### config.mk
export PLATFORM = sky130hd
export DESIGN_NAME = spw_wake_top
export DESIGN_NICKNAME = d
export VERILOG_FILES = /design/src/pkg/spw_pkg.sv /design/src/logic/spw_event_latch.sv /design/src/logic/spw_wake_top.sv
export VERILOG_INCLUDE_DIRS = /design/src /design/src/pkg
export SDC_FILE = /design/constraint.sdc
export NUM_CORES = 1
export LEC_CHECK = 0
export BUFFER_PORTS_ARGS = -buffer_cell sky130_fd_sc_hd__buf_2
export CORE_ASPECT_RATIO = 1.75
export CORE_UTILIZATION = 40
export CTS_CLUSTER_DIAMETER = 50
export DETAILED_ROUTE_END_ITERATION = 10
export GPL_ROUTABILITY_DRIVEN = 0
export GPL_TIMING_DRIVEN = 0
export PLACE_DENSITY_LB_ADDON = 0.2
export REMOVE_ABC_BUFFERS = 1
export SYNTH_ARGS = -nofsm -noshare
export SYNTH_HDL_FRONTEND = slang
export SYNTH_SLANG_ARGS = --single-unit
### constraint.sdc
create_clock -name clk_i -period 2.06 [get_ports clk_i]
set_clock_uncertainty 0.2 [all_clocks]
set_input_delay 0.412 -clock clk_i [delete_from_list [all_inputs] [get_ports clk_i]]
set_output_delay 0.412 -clock clk_i [all_outputs]
set_load 0.1 [all_outputs]
### src/pkg/spw_regs.svh
// Register indices, field positions and reset values of the wake block
`ifndef SPW_REGS_SVH
`define SPW_REGS_SVH
// ==========================================================
// Register indices (byte address is four times the index)
`define SPW_IDX_EN1 10'h0B0
`define SPW_IDX_EN2 10'h0B1
`define SPW_IDX_ST1 10'h0B2
`define SPW_IDX_ST2 10'h0B3
`define SPW_IDX_IRQ_ST 10'h0C0
`define SPW_IDX_IRQ_MSK 10'h0C1
`define SPW_ADDR(idx) ({(idx), 2'b00})
// ==========================================================
// Reset values and field masks
`define SPW_EN1_RST 8'h00
`define SPW_EN2_RST 8'h80
`define SPW_EN2_MASK 8'hAB
`define SPW_ST2_MASK 8'h2B
`define SPW_ZERO8 8'h00
`define SPW_OFF_BIT 7
`define SPW_GP1_BIT 4
`define SPW_GP2_BIT 5
// Latched status-one sources: ri1 ri2 keyboard_clock_pin mclk infrared_receive_two alarm
`define SPW_ST1_FALL 6'h1F
// Latched status-two sources: rxd1 rxd2 ring cir
`define SPW_ST2_FALL 4'h7
`define SPW_RESP_OK 2'h0
`define SPW_RESP_ERR 2'h2
`endif

### src/pkg/spw_pkg.sv
// Types shared by the wake block files
package spw_pkg;
   // ==========================================================
   // Wake pins seen by the block
   typedef struct packed {
      logic ring_indicator_one;
      logic ring_indicator_two;
      logic keyboard_clock_pin;
      logic mouse_clock_pin;
      logic infrared_receive_two;
      logic serial_rx_one;
      logic serial_rx_two;
      logic ring_input_n;
   } spw_pins_t;
   // ==========================================================
   // Internal wake signals from neighbouring blocks
   typedef struct packed {
      logic group_interrupt_one;
      logic group_interrupt_two;
      logic clock_alarm;
      logic cir_wake;
   } spw_core_t;
endpackage : spw_pkg

### src/logic/spw_event_latch.sv
// Sticky event latches with falling-edge or level detection
`timescale 1ns/1ps
`default_nettype none
module spw_event_latch #(
   parameter int W = 4,
   parameter logic [W-1:0] FALL = '1
) (
   input wire logic clk_i,
   input wire logic srst_i,
   input wire logic [W-1:0] src_i,
   input wire logic clear_i,
   output logic [W-1:0] held_o,
   output logic [W-1:0] set_o
);
   logic [W-1:0] prev;

   // ==========================================================
   // Previous level, idle high so reset makes no false edge
   always_ff @(posedge clk_i) begin
      if (srst_i) begin
         prev <= '1;
      end else begin
         prev <= src_i;
      end
   end

   // ==========================================================
   // Per-bit detect and hold; a new event beats the clear
   genvar g;
   generate
      for (g = 0; g < W; g++) begin : g_bit
         if (FALL[g]) begin : g_fall
            assign set_o[g] = prev[g] & ~src_i[g];
         end else begin : g_level
            assign set_o[g] = src_i[g];
         end
         always_ff @(posedge clk_i) begin
            if (srst_i) begin
               held_o[g] <= 1'b0;
            end else if (set_o[g]) begin
               held_o[g] <= 1'b1;
            end else if (clear_i) begin
               held_o[g] <= 1'b0;
            end
         end
      end
   endgenerate
endmodule : spw_event_latch
`default_nettype wire

### src/logic/spw_wake_top.sv
// Soft power wake enables, status and power-on request with AXI4-Lite
//
// Register access over AXI4-Lite is this design's own decision.
`timescale 1ns/1ps
`default_nettype none
`include "spw_regs.svh"
module spw_wake_top
   import spw_pkg::*;
(
   input wire logic clk_i,
   input wire logic srst_i,
   // AXI4-Lite slave
   input wire logic [11:0] s_axi_awaddr,
   input wire logic s_axi_awvalid,
   output logic s_axi_awready,
   input wire logic [31:0] s_axi_wdata,
   input wire logic [3:0] s_axi_wstrb,
   input wire logic s_axi_wvalid,
   output logic s_axi_wready,
   output logic [1:0] s_axi_bresp,
   output logic s_axi_bvalid,
   input wire logic s_axi_bready,
   input wire logic [11:0] s_axi_araddr,
   input wire logic s_axi_arvalid,
   output logic s_axi_arready,
   output logic [31:0] s_axi_rdata,
   output logic [1:0] s_axi_rresp,
   output logic s_axi_rvalid,
   input wire logic s_axi_rready,
   // Wake sources
   input wire spw_pins_t pins_i,
   input wire spw_core_t core_i,
   // Power control
   output logic power_on_request_n,
   output logic button_off_enable_o,
   output logic irq_o
);
   logic [7:0] wake_enable_one;
   logic [7:0] wake_enable_two;
   logic [7:0] irq_status;
   logic [7:0] irq_mask;
   logic [1:0] group_level;
   logic [5:0] st1_held;
   logic [5:0] st1_set;
   logic [3:0] st2_held;
   logic [3:0] st2_set;
   logic [7:0] wake_status_one;
   logic [7:0] wake_status_two;
   logic [7:0] st1_prev;
   logic aw_held;
   logic w_held;
   logic [9:0] aw_idx;
   logic [7:0] w_byte;
   logic w_lane0;
   logic do_write;
   logic ar_take;
   logic clr_st1;
   logic clr_st2;
   logic next_power_n;

   // ==========================================================
   // Address decode shared by read and write paths
   function automatic logic idx_known(input logic [9:0] idx);
      idx_known = (idx == `SPW_IDX_EN1) || (idx == `SPW_IDX_EN2) ||
                  (idx == `SPW_IDX_ST1) || (idx == `SPW_IDX_ST2) ||
                  (idx == `SPW_IDX_IRQ_ST) || (idx == `SPW_IDX_IRQ_MSK);
   endfunction : idx_known

   // ==========================================================
   // Write channel capture, either order
   assign do_write = aw_held && w_held && !s_axi_bvalid;

   always_ff @(posedge clk_i) begin
      if (srst_i) begin
         aw_held <= 1'b0;
         aw_idx <= 10'h000;
         s_axi_awready <= 1'b0;
      end else begin
         if (s_axi_awvalid && s_axi_awready) begin
            aw_held <= 1'b1;
            aw_idx <= s_axi_awaddr[11:2];
         end else if (do_write) begin
            aw_held <= 1'b0;
         end
         s_axi_awready <= !aw_held && !s_axi_awready && !s_axi_bvalid
                          && s_axi_awvalid;
      end
   end

   always_ff @(posedge clk_i) begin
      if (srst_i) begin
         w_held <= 1'b0;
         w_byte <= `SPW_ZERO8;
         w_lane0 <= 1'b0;
         s_axi_wready <= 1'b0;
      end else begin
         if (s_axi_wvalid && s_axi_wready) begin
            w_held <= 1'b1;
            w_byte <= s_axi_wdata[7:0];
            w_lane0 <= s_axi_wstrb[0];
         end else if (do_write) begin
            w_held <= 1'b0;
         end
         s_axi_wready <= !w_held && !s_axi_wready && !s_axi_bvalid
                         && s_axi_wvalid;
      end
   end

   // Write response one cycle after both halves are held
   always_ff @(posedge clk_i) begin
      if (srst_i) begin
         s_axi_bvalid <= 1'b0;
         s_axi_bresp <= `SPW_RESP_OK;
      end else if (do_write) begin
         s_axi_bvalid <= 1'b1;
         s_axi_bresp <= idx_known(aw_idx) ? `SPW_RESP_OK : `SPW_RESP_ERR;
      end else if (s_axi_bready) begin
         s_axi_bvalid <= 1'b0;
      end
   end

   // ==========================================================
   // Enable registers
   always_ff @(posedge clk_i) begin
      if (srst_i) begin
         wake_enable_one <= `SPW_EN1_RST;
         wake_enable_two <= `SPW_EN2_RST;
      end else if (do_write && w_lane0) begin
         if (aw_idx == `SPW_IDX_EN1) begin
            wake_enable_one <= w_byte;
         end
         if (aw_idx == `SPW_IDX_EN2) begin
            wake_enable_two <= w_byte & `SPW_EN2_MASK;
         end
      end
   end

   // Button-off enable handed to the power-off timer
   always_ff @(posedge clk_i) begin
      if (srst_i) begin
         button_off_enable_o <= 1'b1;
      end else begin
         button_off_enable_o <= wake_enable_two[`SPW_OFF_BIT];
      end
   end

   // ==========================================================
   // Read channel; a read of wake status one or two clears its latched bits
   assign ar_take = s_axi_arvalid && s_axi_arready;
   assign clr_st1 = ar_take && (s_axi_araddr[11:2] == `SPW_IDX_ST1);
   assign clr_st2 = ar_take && (s_axi_araddr[11:2] == `SPW_IDX_ST2);

   always_ff @(posedge clk_i) begin
      if (srst_i) begin
         s_axi_arready <= 1'b1;
         s_axi_rvalid <= 1'b0;
         s_axi_rdata <= 32'h00000000;
         s_axi_rresp <= `SPW_RESP_OK;
      end else if (ar_take) begin
         s_axi_arready <= 1'b0;
         s_axi_rvalid <= 1'b1;
         s_axi_rresp <= idx_known(s_axi_araddr[11:2]) ? `SPW_RESP_OK
                                                      : `SPW_RESP_ERR;
         case (s_axi_araddr[11:2])
            `SPW_IDX_EN1: s_axi_rdata <= {24'h000000, wake_enable_one};
            `SPW_IDX_EN2: s_axi_rdata <= {24'h000000, wake_enable_two};
            `SPW_IDX_ST1: s_axi_rdata <= {24'h000000, wake_status_one};
            `SPW_IDX_ST2: s_axi_rdata <= {24'h000000, wake_status_two};
            `SPW_IDX_IRQ_ST: s_axi_rdata <= {24'h000000, irq_status};
            `SPW_IDX_IRQ_MSK: s_axi_rdata <= {24'h000000, irq_mask};
            default: s_axi_rdata <= 32'h00000000;
         endcase
      end else if (s_axi_rvalid && s_axi_rready) begin
         s_axi_rvalid <= 1'b0;
         s_axi_arready <= 1'b1;
      end
   end

   // ==========================================================
   // Status one: ri1 ri2 keyboard_clock_pin mclk infrared_receive_two fall, alarm level
   spw_event_latch #(
      .W(6),
      .FALL(`SPW_ST1_FALL)
   ) u_st1 (
      .clk_i(clk_i),
      .srst_i(srst_i),
      .src_i({core_i.clock_alarm, pins_i.infrared_receive_two,
              pins_i.mouse_clock_pin, pins_i.keyboard_clock_pin,
              pins_i.ring_indicator_two, pins_i.ring_indicator_one}),
      .clear_i(clr_st1),
      .held_o(st1_held),
      .set_o(st1_set)
   );

   // Group interrupts follow the source, no latch
   always_ff @(posedge clk_i) begin
      if (srst_i) begin
         group_level <= 2'h0;
      end else begin
         group_level <= {core_i.group_interrupt_two,
                         core_i.group_interrupt_one};
      end
   end

   // Status layout: bits 0-3 pins, 4-5 groups, 6 infrared_receive_two, 7 alarm
   assign wake_status_one = {st1_held[5:4], group_level,
                             st1_held[3:0]};

   // Status two: rxd1 rxd2 ring fall, cir level
   spw_event_latch #(
      .W(4),
      .FALL(`SPW_ST2_FALL)
   ) u_st2 (
      .clk_i(clk_i),
      .srst_i(srst_i),
      .src_i({core_i.cir_wake, pins_i.ring_input_n,
              pins_i.serial_rx_two, pins_i.serial_rx_one}),
      .clear_i(clr_st2),
      .held_o(st2_held),
      .set_o(st2_set)
   );
   assign wake_status_two = {2'h0, st2_held[3], 1'b0, st2_held[2], 1'b0,
                             st2_held[1:0]};

   // ==========================================================
   // Power-on request, low while an enabled event is present
   assign next_power_n = ~(|(wake_status_one & wake_enable_one) |
                           |(wake_status_two & wake_enable_two
                             & `SPW_ST2_MASK));

   always_ff @(posedge clk_i) begin
      if (srst_i) begin
         power_on_request_n <= 1'b1;
      end else begin
         power_on_request_n <= next_power_n;
      end
   end

   // ==========================================================
   // Interrupt: rising status-one bits set sticky, write one clears
   always_ff @(posedge clk_i) begin
      if (srst_i) begin
         st1_prev <= `SPW_ZERO8;
      end else begin
         st1_prev <= wake_status_one;
      end
   end

   always_ff @(posedge clk_i) begin
      if (srst_i) begin
         irq_status <= `SPW_ZERO8;
         irq_mask <= `SPW_ZERO8;
      end else begin
         if (do_write && w_lane0 && aw_idx == `SPW_IDX_IRQ_MSK) begin
            irq_mask <= w_byte;
         end
         if (do_write && w_lane0 && aw_idx == `SPW_IDX_IRQ_ST) begin
            irq_status <= (irq_status & ~w_byte)
                          | (wake_status_one & ~st1_prev);
         end else begin
            irq_status <= irq_status | (wake_status_one & ~st1_prev);
         end
      end
   end

   always_ff @(posedge clk_i) begin
      if (srst_i) begin
         irq_o <= 1'b0;
      end else begin
         irq_o <= |(irq_status & irq_mask);
      end
   end
endmodule : spw_wake_top
`default_nettype wire

======== Word-level counts from Yosys, hierarchy flattened ========
Index checks and enable logic that the tools add are counted.
storage, ports and cells
  bits of input ports ..................... 79
  register bits after elaboration ......... 122
operators by class
  equal/unequal tests ..................... 12
  reduce and logical (&&, ||, !) cells .... 51
  bitwise gates (word level) .............. 27
  mux-type cells .......................... 25
operator list
  kind                                                                    count
  10-bit by 8-bit equality test with 1-bit output, second input constant  12
  8-bit one-hot mux with 6 select lines                                   1
  8-bit bitwise AND                                                       4
  2-bit nonzero test                                                      14
  1-bit two-way mux                                                       21
  1-bit logical AND                                                       17
  8-bit NOT                                                               2
  8-bit bitwise OR                                                        2
  8-bit OR reduction                                                      2
  1-bit logical OR                                                        10
  1-bit NOT                                                               9
  1-bit bitwise AND                                                       8
  8-bit two-way mux                                                       1
  6-bit bitwise AND                                                       1
  1-bit zero test                                                         5
  2-bit two-way mux                                                       2
  2-bit AND reduction                                                     2
  4-bit OR reduction                                                      1
  1-bit bitwise OR                                                        1

======== Longest topological paths before layout ========
  depth after elaboration ................. 7
  depth in mapped cells ................... 6
  gate-level depth less buffers ........... 4

======== Modules after synthesis ========
From an unflattened synthesis, not the netlist that was laid out.
second synthesis, totals
  cell total of the unflattened synthesis .. 473
  area total of the unflattened synthesis .. 4311.6 um^2
modules (own cells, without submodules)
  module                    cells an instance  times used  seq. area each (um^2)  area each (um^2)
  spw_wake_top              414                1           1561.5                 3619.7
  spw_event_latch at u_st1  36                 1           220.2                  409.1
  spw_event_latch at u_st2  23                 1           140.1                  282.8

======== Worst setup path after synthesis ========
Ideal clock, no wire load.
  path kind ............................... register to register
  start ................................... register s_axi_bvalid
  end ..................................... register irq_status[2]
  library setup time ...................... 71 ps
  cell stages (with the launch flop) ...... 6
  path slack .............................. -201 ps
  data required time ...................... 1789 ps
  arrival time ............................ 1990 ps
  path through ............................ dfxtp_1 and3b_1 nand4_1 clkbuf_1 o21ai_1 a21oi_1
on the way
  longest elaborated chain between the ends .. 5
ends and longest elaborated chain
  element                      RTL line             text
  start: declaration           spw_wake_top.sv:21   output logic s_axi_bvalid,
  start signal: assignment     spw_wake_top.sv:112  s_axi_bvalid <= 1'b0;
  start signal: assignment     spw_wake_top.sv:115  s_axi_bvalid <= 1'b1;
  start signal: assignment     spw_wake_top.sv:118  s_axi_bvalid <= 1'b0;
  1-bit zero test              spw_wake_top.sv:71   assign do_write = aw_held && w_held && !s_axi_bvalid;
  1-bit logical AND            spw_wake_top.sv:71
  1-bit logical AND            spw_wake_top.sv:257  if (do_write && w_lane0 && aw_idx == `SPW_IDX_IRQ_ST) begin
  1-bit logical AND (no line)  --
  8-bit two-way mux            spw_wake_top.sv:257
  end signal: assignment       spw_wake_top.sv:251  irq_status <= `SPW_ZERO8;
  end signal: assignment       spw_wake_top.sv:258  irq_status <= (irq_status & ~w_byte)
  end signal: assignment       spw_wake_top.sv:261  irq_status <= irq_status | (wake_status_one & ~st1_prev);
  end: declaration             spw_wake_top.sv:40   logic [7:0] irq_status;
No other way between the ends.
A chain may end at the register's enable or synchronous reset.

======== Final worst setup path ========
  start ................................... input s_axi_araddr[8]
  end ..................................... register s_axi_rdata[6]
on the way
  longest elaborated chain between the ends .. 2
ends and longest elaborated chain
  element                                          RTL line             text
  start: declaration                               spw_wake_top.sv:23   input wire logic [11:0] s_axi_araddr,
  10-bit by 8-bit equality test with 1-bit output  spw_wake_top.sv:164  case (s_axi_araddr[11:2])
  8-bit one-hot mux with 6 select lines *          spw_wake_top.sv:164
  end signal: assignment                           spw_wake_top.sv:165  `SPW_IDX_EN1: s_axi_rdata <= {24'h000000, wake_enable_one};
  end signal: assignment                           spw_wake_top.sv:166  `SPW_IDX_EN2: s_axi_rdata <= {24'h000000, wake_enable_two};
  end signal: assignment                           spw_wake_top.sv:167  `SPW_IDX_ST1: s_axi_rdata <= {24'h000000, wake_status_one};
  end: declaration                                 spw_wake_top.sv:26   output logic [31:0] s_axi_rdata,
Mark *: on every way between the ends. The rest lies on a longest branch, timed or not.

==> run summary <==
Footprint of the multi-input gates: 1980 um2
Slew margin rel.: 45.0%
Max Cap Viol: 0
Sink Count: 96
Fillers: 1052
DRC: 0
Outcome: completed
Global route total overflow: 0
Hold buffers post-CTS: 0
Least-Margin Pin Slew: 826 ps
Post-synth top area share: 46.5%
Fin cells: 657
DR pass1 iterations: 4
Antenna-violating nets left: 0
Iter 0 DRT Violations: 173
Setup_tns: 0 ps
Count of different cell masters after synthesis: 53
Final Hold Violating Endpoints: 0
Clock slew at the register clock pins of the worst setup and hold paths: 70 ps
Row cnt: 48
Chip Width: 78.8 um
Ports: 123
CTS H-tree lvls: 3
Die Area: 10800 um2
Routed len/inst: 15.4 um
CTS Buffer Depth: 2
CP endpoint kind: register
Die H: 136 um
Top-count cell post-synth: dfxtp_1
Peak VDD IR: 545 uV
Synth top area cells: dfxtp_1 (47%), a21oi_1 (6.9%), nand2_1 (5.7%)
Initial antenna violation count: 0
Syn avg cell area: 8.68 um2
Routed Wire Length: 10200 um
Synth cell count leaders: dfxtp_1 (96), nand2_1 (63), a21oi_1 (57), o21ai_1 (31), buf_4 (26)
First-pass GRT wire length: 16400 um
Post-Syn Area: 4130 um2
CTS buffer count: 9
IO Port Bufs: 65
Worst skew pair latency: 350 ps
Number of global-route vias before repair: 3346
GRT Total Usage: 20.1%
Total core area: 9970 um2
CTS tree: done
Final setup fails: 0
Cell Count Post-Placement: 639
Startpoint Class: primary input
Post-synth EDFFs: 0
Cells after synthesis: 476
WS Path Type: primary input to register
Max Clk Rate: 516 MHz
Pin count of the biggest net entering global routing: 84
Storage element area: 1920 um2
Vias: 3531
RSZ-0062 raised after global routing: no
Fin crit share: 94.1%
Min Tclk post-route: 1940 ps
CP Data Required Time: 2100 ps
Overall power: 4.26 mW
Ys async rst share: 0%
Post-Route Utilization: 47.6%
Yosys reg bits: 96
Cell Pwr Density: 899 nW/um2
Yosys warning total: 0
Vias per Instance: 5.37
Leakage: 1.78 nW
# diodes: 0
Slew Viols, Final: 0
Dpl ws: -575 ps
Top FF cell, synth: dfxtp_1
Nets: 606
Yosys top cell by area: dfxtp_1
Proportion of synthesized chip area in sequential cells: 46.5%
Layout cell share with drive strength beyond 1: 19.4%
Clock root buffer: clkbuf_16
Hold Crit Class: primary input to register
Starting density of the core: 41.4%
Hpwl dp: 7320 um
Layout area overhead: 14.8%
Final worst slack: 122 ps
Worst Path Max Fanout: 17
Worst endpoint data arrival time: 1980 ps
sequential cells by signal, indices dropped and copies added, names as in the netlist, 2 cells and up:
register         cells
aw_idx              10
irq_mask             8
irq_status           8
s_axi_rdata          8
st1_prev             8
w_byte               8
wake_enable_one      8
u_st1.held_o         6
u_st1.prev           5
wake_enable_two      5
u_st2.held_o         4
u_st2.prev           3
group_level          2
power breakdown:
group,switching [mW],internal (mW),total [mW]
Combinational,0.451,0.119,0.570
Sequential,0.0702,1.93,2.00
Clock,0.737,0.953,1.69
critical path, stage by stage:
cell and delay, ps:
buf_2 120, and3b_1 590, and4_1 420, a22oi_1 130, a221oi_1 290
metal layers:
layer | GRT usage [%] | routed length (um)
met5 | 0 | 0
met4 | 11.9 | 440
met3 | 4.36 | 413
met2 | 34.8 | 5110
met1 | 22.2 | 4180
kinds of logic after synthesis:
group                  after synthesis  share of synthesized area [%]
AOI/OAI and AO/OA                  146                           21.5
other                                1                         0.0908
DFF                                 96                           46.5
muxes                                5                           1.36
buffers and inverters               61                           8.06
and+or+nand+nor                    167                           22.4
path summary, 6_finish.rpt:
check,from,to,slack (ps),cells after the start
min,pins_i[0],u_st2.prev[2],50,2
min reg2reg,u_st1.prev[0],u_st1.held_o[0],230,2
max reg2reg,aw_idx[8],wake_enable_two[5],240,4
max,s_axi_araddr[8],s_axi_rdata[6],120,5
area by class of cell:
cell class,instances,area share [%]
clock buffer,9,4.75
clock inverter,7,1.64
inverter,9,0.765
multi-input combinational,344,41.8
sequential,96,40.5
tap,125,3.30
timing repair buffer,67,7.23
stage by stage:
stage	hold WS, ps	cell area (um2)
2_1_floorplan	215	3930
3_3_place_gp	221	4410
3_5_place_dp	227	4410
4_1_cts	45.1	4720
5_1_grt	52.9	4740
6_report	52.7	4740
timing repair:
item / 4_1_cts / 5_1_grt
resized for setup: 1 / 2
endpoints found under the setup margin: 23 / 26
buffers inserted: 1 / 1
pin swaps: 1 / 1
cells in the final DEF (no fill, tap or decap), drive strengths merged, types with 3 or more instances in the layout:
| cell | instances |
|---|---|
| o21ai | 42 |
| clkbuf | 9 |
| and2 | 3 |
| or2 | 10 |
| and3b | 4 |
| a31oi | 4 |
| conb | 26 |
| nor2 | 9 |
| nand4 | 6 |
| a21oi | 57 |
| a41oi | 4 |
| inv | 12 |
| a22o | 7 |
| a221oi | 8 |
| dfxtp | 96 |
| nor4b | 4 |
| nand3 | 25 |
| a32oi | 3 |
| nor3b | 4 |
| nor2b | 14 |
| nand2 | 63 |
| mux2 | 5 |
| nand2b | 10 |
| buf | 67 |
| and4 | 4 |
| a22oi | 10 |
No activity file was read; power rests on OpenSTA's default activity.
